**src/cdd_pkg.sv**
```systemverilog
// package: offsets, fields, reset values and timing for the cpu diag registers
package cdd_pkg;
   // =====================================================
   // register offsets (processor control space)
   localparam logic [15:0] CDD_IRQ_ENABLE_OFF = 16'hc00e;
   localparam logic [15:0] CDD_BREAKPOINT_OFF = 16'hc014;
   localparam logic [15:0] CDD_USB_DIAG_OFF = 16'hc03c;
   localparam logic [15:0] CDD_MEM_DIAG_OFF = 16'hc03e;
   // =====================================================
   // interrupt enable fields
   localparam int CDD_IE_TIMER0_BIT = 0;
   localparam int CDD_IE_TIMER1_BIT = 1;
   localparam int CDD_IE_GPIO_BIT = 2;
   localparam logic [15:0] CDD_IE_OWNED_MASK = 16'h0007;
   // =====================================================
   // usb diagnostic fields
   localparam int CDD_UD_FORCE_LSB = 0;
   localparam int CDD_UD_FS_PULLUP_BIT = 4;
   localparam int CDD_UD_LS_PULLUP_BIT = 5;
   localparam int CDD_UD_PULLDOWN_BIT = 6;
   localparam int CDD_UD_PORT_EN_LSB = 12;
   localparam logic [15:0] CDD_UD_WRITE_MASK = 16'hf077;
   // =====================================================
   // memory diagnostic fields
   localparam int CDD_MD_MONITOR_BIT = 0;
   localparam int CDD_MD_ARB_LSB = 8;
   localparam logic [15:0] CDD_MD_WRITE_MASK = 16'h0701;
   // =====================================================
   // reset values
   localparam logic [15:0] CDD_RESET_WORD = 16'h0000;
   // =====================================================
   // line states driven when a port is forced
   typedef enum logic [1:0] {
      CDD_LINE_K = 2'b00,
      CDD_LINE_J = 2'b01,
      CDD_LINE_SE0 = 2'b10
   } cdd_line_t;
   // =====================================================
   // j/k toggle period
   localparam int CDD_CLK_HZ = 25000000;
   localparam int CDD_TOGGLE_NS = 1000;
   localparam int CDD_TOGGLE_CYC =
      (CDD_TOGGLE_NS * (CDD_CLK_HZ / 1000000)) / 1000;
endpackage

```
**src/cdd_throttle.sv**
```systemverilog
// arbitration throttle: marks n of every 8 memory cycles dead
`timescale 1ns/1ps
module cdd_throttle
   import cdd_pkg::*;
#(
   parameter int SLOTS = 8
) (
   input wire logic i_clk,
   input wire logic i_rst_b,
   input wire logic [2:0] i_dead_count,
   output logic o_slot_usable
);
   logic [2:0] slot_reg;
   logic [2:0] slot_next;
   logic usable_reg;
   logic usable_next;

   assign slot_next = slot_reg + 3'h1;
   // slots 0..7-n usable, the last n dead
   assign usable_next = ({1'b0, slot_next} <
      (4'(SLOTS) - {1'b0, i_dead_count}));

   always_ff @(posedge i_clk) begin
      if (!i_rst_b) begin
         slot_reg <= 3'h0;
         usable_reg <= 1'b1;
      end else begin
         slot_reg <= slot_next;
         usable_reg <= usable_next;
      end
   end
   assign o_slot_usable = usable_reg;
endmodule

```
**src/cdd_regs.sv**
```systemverilog
// processor control diagnostic registers: irq enables, breakpoint, usb/mem diag
//
// Contract
// - Enable bit 2 gates the gpio interrupt and clearing it drops all pending gpio interrupts.
// - Enable bit 1 gates the second timer interrupt and writing it to zero drops its pending one.
// - Enable bit 0 gates the first timer interrupt and writing it to zero drops its pending one.
// - A 16-bit breakpoint address raises the breakpoint interrupt whenever the program counter equals it.
// - Writing zero to the breakpoint register clears the breakpoint interrupt.
// - The usb diagnostic register is read/write by the cpu but write-only from the host port.
// - Port enables at bits 15..12 apply the selected test conditions to their own port only.
// - Bit 6 connects pull-downs on both data lines of enabled ports.
// - Bit 5 connects a pull-up on d- of enabled ports.
// - Bit 4 connects a pull-up on d+ of enabled ports.
// - Force field 1xx forces se0, 01x toggles j and k, 001 forces j, 000 forces k.
// - Arbitration field n at bits 10:8 leaves n of every 8 memory cycles dead.
// - Monitor bit 0 echoes the internal address bus onto the external address pins.
// - The enable bits live in a read/write register at 0xc00e.
`timescale 1ns/1ps
module cdd_regs
   import cdd_pkg::*;
#(
   parameter int NUM_PORTS = 4,
   parameter int TOGGLE_CYC = CDD_TOGGLE_CYC
) (
   input wire logic i_clk,
   input wire logic i_rst_b,
   // on-chip cpu port
   input wire logic i_cpu_wr,
   input wire logic i_cpu_rd,
   input wire logic [15:0] i_cpu_addr,
   input wire logic [15:0] i_cpu_wdata,
   output logic [15:0] o_cpu_rdata,
   // parallel host port access
   input wire logic i_hpi_wr,
   input wire logic i_hpi_rd,
   input wire logic [15:0] i_hpi_addr,
   input wire logic [15:0] i_hpi_wdata,
   output logic [15:0] o_hpi_rdata,
   // interrupt sources (one-cycle events)
   input wire logic i_gpio_event,
   input wire logic i_timer0_event,
   input wire logic i_timer1_event,
   input wire logic i_gpio_ack,
   input wire logic i_timer0_ack,
   input wire logic i_timer1_ack,
   output logic o_gpio_irq,
   output logic o_first_timer_irq,
   output logic o_second_timer_irq,
   // breakpoint
   input wire logic [15:0] i_pc,
   output logic o_breakpoint_irq_vector,
   // usb port diagnostics, one bit per port
   output logic [NUM_PORTS-1:0] o_diag_force_en,
   output logic [NUM_PORTS-1:0] o_diag_dp,
   output logic [NUM_PORTS-1:0] o_diag_dm,
   output logic [NUM_PORTS-1:0] o_diag_pull_down_resistor,
   output logic [NUM_PORTS-1:0] o_diag_low_speed_resistor,
   output logic [NUM_PORTS-1:0] o_diag_full_speed_resistor,
   // memory diagnostics
   input wire logic [15:0] i_int_addr,
   output logic [15:0] o_ext_addr,
   output logic o_ext_addr_monitor,
   output logic o_mem_slot_usable
);
   // =====================================================
   // access decode
   logic cpu_ie_sel, cpu_bp_sel, cpu_ud_sel, cpu_md_sel;
   logic hpi_ie_sel, hpi_bp_sel, hpi_ud_sel, hpi_md_sel;
   logic wr_ie, wr_bp, wr_ud, wr_md;
   logic [15:0] wdata;

   assign cpu_ie_sel = (i_cpu_addr == CDD_IRQ_ENABLE_OFF);
   assign cpu_bp_sel = (i_cpu_addr == CDD_BREAKPOINT_OFF);
   assign cpu_ud_sel = (i_cpu_addr == CDD_USB_DIAG_OFF);
   assign cpu_md_sel = (i_cpu_addr == CDD_MEM_DIAG_OFF);
   assign hpi_ie_sel = (i_hpi_addr == CDD_IRQ_ENABLE_OFF);
   assign hpi_bp_sel = (i_hpi_addr == CDD_BREAKPOINT_OFF);
   assign hpi_ud_sel = (i_hpi_addr == CDD_USB_DIAG_OFF);
   assign hpi_md_sel = (i_hpi_addr == CDD_MEM_DIAG_OFF);

   // cpu wins a same-cycle collision; host write is dropped then
   assign wr_ie = i_cpu_wr ? cpu_ie_sel : (i_hpi_wr & hpi_ie_sel);
   assign wr_bp = i_cpu_wr ? cpu_bp_sel : (i_hpi_wr & hpi_bp_sel);
   assign wr_ud = i_cpu_wr ? cpu_ud_sel : (i_hpi_wr & hpi_ud_sel);
   assign wr_md = i_cpu_wr ? cpu_md_sel : (i_hpi_wr & hpi_md_sel);
   assign wdata = i_cpu_wr ? i_cpu_wdata : i_hpi_wdata;

   // =====================================================
   // registers
   logic [2:0] ie_reg;
   logic [15:0] bp_reg;
   logic [15:0] ud_reg;
   logic [15:0] md_reg;
   logic [2:0] pend_reg, pend_next;
   logic bp_irq_reg, bp_irq_next;
   logic bp_hit;
   logic [2:0] ev;
   logic [2:0] ack;

   assign ev = {i_gpio_event, i_timer1_event, i_timer0_event};
   assign ack = {i_gpio_ack, i_timer1_ack, i_timer0_ack};

   logic [2:0] ie_eff;
   // pending clear sees the enable value being written this cycle
   assign ie_eff = wr_ie ? wdata[2:0] : ie_reg;
   // cleared enable wipes pending; an event in the same cycle is
   // kept only while its enable stays set
   assign pend_next = (pend_reg & ~ack & ie_eff)
      | (ev & ie_eff);

   assign bp_hit = (i_pc == bp_reg);
   // write of zero clears; a hit in the same cycle is checked against
   // the old value and is dropped
   assign bp_irq_next = (wr_bp && wdata == 16'h0000) ? 1'b0 :
      (bp_irq_reg | bp_hit);

   always_ff @(posedge i_clk) begin
      if (!i_rst_b) begin
         ie_reg <= 3'h0;
         bp_reg <= CDD_RESET_WORD;
         ud_reg <= CDD_RESET_WORD;
         md_reg <= CDD_RESET_WORD;
      end else begin
         if (wr_ie) begin
            ie_reg <= wdata[2:0];
         end
         if (wr_bp) begin
            bp_reg <= wdata;
         end
         if (wr_ud) begin
            ud_reg <= wdata & CDD_UD_WRITE_MASK;
         end
         if (wr_md) begin
            md_reg <= wdata & CDD_MD_WRITE_MASK;
         end
      end
   end

   always_ff @(posedge i_clk) begin
      if (!i_rst_b) begin
         pend_reg <= 3'h0;
         bp_irq_reg <= 1'b0;
      end else begin
         pend_reg <= pend_next;
         bp_irq_reg <= bp_irq_next;
      end
   end

   assign o_first_timer_irq = pend_reg[CDD_IE_TIMER0_BIT];
   assign o_second_timer_irq = pend_reg[CDD_IE_TIMER1_BIT];
   assign o_gpio_irq = pend_reg[CDD_IE_GPIO_BIT];
   assign o_breakpoint_irq_vector = bp_irq_reg;

   // =====================================================
   // read paths
   logic [15:0] cpu_rdata_next, hpi_rdata_next;
   logic [15:0] cpu_rdata_reg, hpi_rdata_reg;

   // memory diag reads zero: write-only from both sides
   assign cpu_rdata_next = cpu_ie_sel ? {13'h0, ie_reg} :
      cpu_bp_sel ? bp_reg :
      cpu_ud_sel ? ud_reg : 16'h0000;
   // host port cannot see the usb diag register
   assign hpi_rdata_next = hpi_ie_sel ? {13'h0, ie_reg} :
      hpi_bp_sel ? bp_reg : 16'h0000;

   always_ff @(posedge i_clk) begin
      if (!i_rst_b) begin
         cpu_rdata_reg <= 16'h0000;
         hpi_rdata_reg <= 16'h0000;
      end else begin
         if (i_cpu_rd) begin
            cpu_rdata_reg <= cpu_rdata_next;
         end
         if (i_hpi_rd) begin
            hpi_rdata_reg <= hpi_rdata_next;
         end
      end
   end
   assign o_cpu_rdata = cpu_rdata_reg;
   assign o_hpi_rdata = hpi_rdata_reg;

   // =====================================================
   // usb line forcing
   logic [NUM_PORTS-1:0] port_en;
   logic [2:0] force_sel;
   logic jk_phase_reg;
   logic [15:0] tog_cnt_reg;
   logic tog_tick;
   cdd_line_t line_state;
   logic dp_val, dm_val;

   assign port_en = ud_reg[CDD_UD_PORT_EN_LSB +: NUM_PORTS];
   assign force_sel = ud_reg[CDD_UD_FORCE_LSB +: 3];
   assign tog_tick = (tog_cnt_reg == 16'(TOGGLE_CYC - 1));

   always_ff @(posedge i_clk) begin
      if (!i_rst_b) begin
         tog_cnt_reg <= 16'h0000;
         jk_phase_reg <= 1'b0;
      end else begin
         tog_cnt_reg <= tog_tick ? 16'h0000 : tog_cnt_reg + 16'h0001;
         if (tog_tick) begin
            jk_phase_reg <= ~jk_phase_reg;
         end
      end
   end

   assign line_state = force_sel[2] ? CDD_LINE_SE0 :
      force_sel[1] ? (jk_phase_reg ? CDD_LINE_J : CDD_LINE_K) :
      force_sel[0] ? CDD_LINE_J : CDD_LINE_K;
   // j is d+ high, k is d- high, se0 both low
   assign dp_val = (line_state == CDD_LINE_J);
   assign dm_val = (line_state == CDD_LINE_K);

   logic [NUM_PORTS-1:0] dp_reg, dm_reg, pd_reg, ls_reg, fs_reg, fe_reg;
   always_ff @(posedge i_clk) begin
      if (!i_rst_b) begin
         fe_reg <= '0;
         dp_reg <= '0;
         dm_reg <= '0;
         pd_reg <= '0;
         ls_reg <= '0;
         fs_reg <= '0;
      end else begin
         fe_reg <= port_en;
         dp_reg <= port_en & {NUM_PORTS{dp_val}};
         dm_reg <= port_en & {NUM_PORTS{dm_val}};
         pd_reg <= port_en & {NUM_PORTS{ud_reg[CDD_UD_PULLDOWN_BIT]}};
         ls_reg <= port_en & {NUM_PORTS{ud_reg[CDD_UD_LS_PULLUP_BIT]}};
         fs_reg <= port_en & {NUM_PORTS{ud_reg[CDD_UD_FS_PULLUP_BIT]}};
      end
   end
   assign o_diag_force_en = fe_reg;
   assign o_diag_dp = dp_reg;
   assign o_diag_dm = dm_reg;
   assign o_diag_pull_down_resistor = pd_reg;
   assign o_diag_low_speed_resistor = ls_reg;
   assign o_diag_full_speed_resistor = fs_reg;

   // =====================================================
   // memory diagnostics
   logic [15:0] ext_addr_reg;
   logic mon_reg;
   always_ff @(posedge i_clk) begin
      if (!i_rst_b) begin
         ext_addr_reg <= 16'h0000;
         mon_reg <= 1'b0;
      end else begin
         mon_reg <= md_reg[CDD_MD_MONITOR_BIT];
         ext_addr_reg <= md_reg[CDD_MD_MONITOR_BIT] ? i_int_addr
            : 16'h0000;
      end
   end
   assign o_ext_addr = ext_addr_reg;
   assign o_ext_addr_monitor = mon_reg;

   cdd_throttle #(
      .SLOTS(8)
   ) u_throttle (
      .i_clk(i_clk),
      .i_rst_b(i_rst_b),
      .i_dead_count(md_reg[CDD_MD_ARB_LSB +: 3]),
      .o_slot_usable(o_mem_slot_usable)
   );
endmodule

```
**config.mk**
```make
export PLATFORM = sky130hd
export DESIGN_NAME = cdd_regs
export DESIGN_NICKNAME = d
export VERILOG_FILES = /design/src/cdd_pkg.sv /design/src/cdd_throttle.sv /design/src/cdd_regs.sv
export SDC_FILE = /design/constraint.sdc
export NUM_CORES = 1
export LEC_CHECK = 0
export ABC_AREA = 1
export BUFFER_PORTS_ARGS = -buffer_cell sky130_fd_sc_hd__buf_2
export CAP_MARGIN = 20
export CORE_MARGIN = 4
export CORE_UTILIZATION = 57
export CTS_BUF_LIST = sky130_fd_sc_hd__clkbuf_4 sky130_fd_sc_hd__clkbuf_8
export CTS_CLUSTER_SIZE = 14
export DETAILED_ROUTE_END_ITERATION = 10
export PLACE_DENSITY = 0.88
export SLEW_MARGIN = 10
export SYNTH_ARGS = -nofsm -noshare
export SYNTH_HDL_FRONTEND = slang
export SYNTH_SLANG_ARGS = --single-unit
```
**constraint.sdc**
```tcl
create_clock -name i_clk -period 2.3 [get_ports i_clk]
set_input_delay 0.345 -clock i_clk [delete_from_list [all_inputs] [get_ports i_clk]]
set_output_delay 0.345 -clock i_clk [all_outputs]
set_load 0.005 [all_outputs]
```
==> results.cfg <==
[yosys]
synth_nets = 964
synth.distinct_cells = 34
synthTopCellsByArea = dfxtp_1 45%, nand2_1 12%, nor2_1 11%, nand3_1 7.2%, inv_1 7.1%
ys_warn_count = 0
synth_edf_count = 0
syn_avg_cell_area_sq_um = 6.911
synth-seq-cells = 131
async_flop_share_pct = 0
synth_area_sq_mm = 0.005874
synth_flop_cell = dfxtp_1
synthCells = 850
synth_area_leader_cell = dfxtp_1
ys_seq_area_share_pct = 44.64
netlist.area_leader.share_pct = 44.64

[global_route]
grt.total_usage_pct = 26.90
grt_max_degree = 35
overflow = 0
antenna_found_initial = 0
grt_pass1_vias = 5721
grt_pass1_wl_um = 25260

[finish]
fin_nets = 1148
layout-drive-gt1-share_pct = 23.78
antennaDiodeCount = 0
layout_commonest_cell = buf_2
syn_to_final_growth_pct = 23.58
fillers = 819
final_cell_mix = 185 x buf_2, 180 x nand2_1, 166 x nor2_1

[cts]
cts_tree = yes
cts-resized-gates = 0
clkTransAtPathRegs_ns = 0.08
numCtsBuffers = 17
clk_path_buf_depth = 2
cts-htree-levels = 4
cts-root-buf = clkbuf_8
post_cts_buffers = 0
cts_hold_buffers = 0
cts.sinks = 131
clk_latency_ns = 0.43

[worst_setup_path]
critPathKind = flop to flop
cpMostUsedCell = nand3_1
cp_data_arrival_time_ns = 1.94
reg2regPathDepth = 7
cp.required_ns = 2.64
crit_cells = 7
endpoint_kind = flop
cp_max_fo = 16
crit_slowest_cell = dfxtp_1
cp_top_family = simple AND/OR/NAND/NOR gates
path_cells = inv_1, ha_1, nand3_1, nor2_1, nand3_1, nand2_1, nor3b_1
critPathMaxStageDelay_ns = 0.39
start_kind = flop
crit_buf_inv = 1

[die]
io_pins = 186
die-height_um = 109.5
core_sq_mm = 0.009910
row_count = 36
start_util_pct = 59.28
dieArea_sq_mm = 0.01199
die_w_um = 109.5

[route]
vias_per_cell = 5.120
first_pass_iters = 6
drtIter0Drc = 364
drc = 0
ant_nets = 0
totalWireLength_um = 15720
via_count = 6042
detail_route.wl_per_cell_um = 13.32

[hold_path]
min_path_type = input port to flop
hold_depth = 3

[flow_run]
maxCapViolCount = 0

[placed_design]
numPortBuffers = 185
routabilityCongestion = 0.9027
dpl.hpwl_um = 12180

[power]
peakVddDrop_uv = 642.8
p_total_mw = 4.522
powerDensity_mw_per_mm2 = 622.9
p_leak_nw = 3.756

[sta]
fin_worst_skew_ns = 0.01110
rsz0062_at_grt = no
fin_crit_sh_pct = 69.41
slew-limit-headroom_pct = 60.75
final_max_slew_viol_count = 0
min_period_ns = 1.597
setup_viol = 0
max_slew.worst_pin.slew_ns = 0.5867
setup_tns_ns = 0
fmax_ghz = 0.6264
finalHoldViolCount = 0

[status]
status = complete, no violations
power breakdown:
group	switching, mW	internal [mW]
logic	0.200	0.136
clock network	0.939	0.958
registers	0.00843	2.28
kinds of logic (layout without fill, tap and decap cells):
logic type | count (synthesis) | after routing | share of synthesized area (%)
and+or+nand+nor | 485 | 485 | 35.80
buffers and inverters | 144 | 341 | 10.22
DFF | 131 | 131 | 44.64
AOI/OAI and AO/OA | 72 | 72 | 6.219
xor gates and xnor gates | 10 | 10 | 1.491
adders and majority gates | 6 | 6 | 1.278
muxes | 2 | 2 | 0.3408
worst register-to-register path: stages (launching register included):
cell	delay [ns]
dfxtp_1	0.39
inv_1	0.06
ha_1	0.19
nand3_1	0.08
nor2_1	0.05
nand3_1	0.10
nand2_1	0.35
nor3b_1	0.29
final cells by class:
cell class | count | area [sq um] | share of cell area [%]
Clock buffer | 20 | 275.3 | 3.792
Multi-Input combinational cell | 575 | 2651 | 36.52
Clock inverter | 12 | 122.6 | 1.689
Inverter | 116 | 435.4 | 5.998
Tap cell | 133 | 166.4 | 2.292
Sequential cell | 131 | 2623 | 36.13
Timing Repair Buffer | 193 | 985.9 | 13.58
worst paths after layout:
check                                          from                           endpoint  slack, ns
setup / recovery          tog_cnt_reg[0]$_SDFF_PP0_         tog_cnt_reg[10]$_SDFF_PP0_       0.70
hold / removal                       i_int_addr[12]          o_ext_addr[12]$_SDFF_PN0_       0.11
setup reg to reg          tog_cnt_reg[0]$_SDFF_PP0_         tog_cnt_reg[10]$_SDFF_PP0_       0.70
hold reg to reg   u_throttle.slot_reg[0]$_SDFF_PN0_  u_throttle.slot_reg[0]$_SDFF_PN0_       0.47
cell usage after synthesis (3+ instances only):
master    instances
ha_1              6
nand3_2           3
nand2_1         180
nor3_1           11
nand4_1          16
nor2_2            3
nand3_1          84
inv_2             5
buf_4             4
a21oi_1          40
nand2_2           4
nand3b_1          4
inv_1           111
clkbuf_1         12
nor2_1          166
buf_6             5
or2_2             5
o21ai_1           3
buf_2             6
dfxtp_1         131
o21ai_0          26
xor2_1           10
layer usage:
metal | wire length (um) | GRT usage (%)
met4 | 371 | 8.816
met2 | 7431 | 45.99
met5 | 0 | 0
met3 | 1422 | 8.808
met1 | 6491 | 31.85
stage by stage:
step / instances / setup WS (ns) / area [sq um] / util [%] / hold slack [ns]
2_1_floorplan: 850 / 0.9471 / 5874 / - / 0.4174
3_3_place_gp: 1148 / 0.4770 / 6862 / 69.24 / 0.4382
3_5_place_dp: 1148 / 0.4387 / 6862 / 69.24 / 0.4428
4_1_cts: 1180 / 0.7059 / 7259 / 73.26 / 0.09434
5_1_grt: 1180 / 0.5487 / 7259 / 73.26 / 0.08772
6_report: 1180 / 0.7035 / 7259 / 73.26 / 0.1119
No activity file was read; power rests on OpenSTA's default activity.
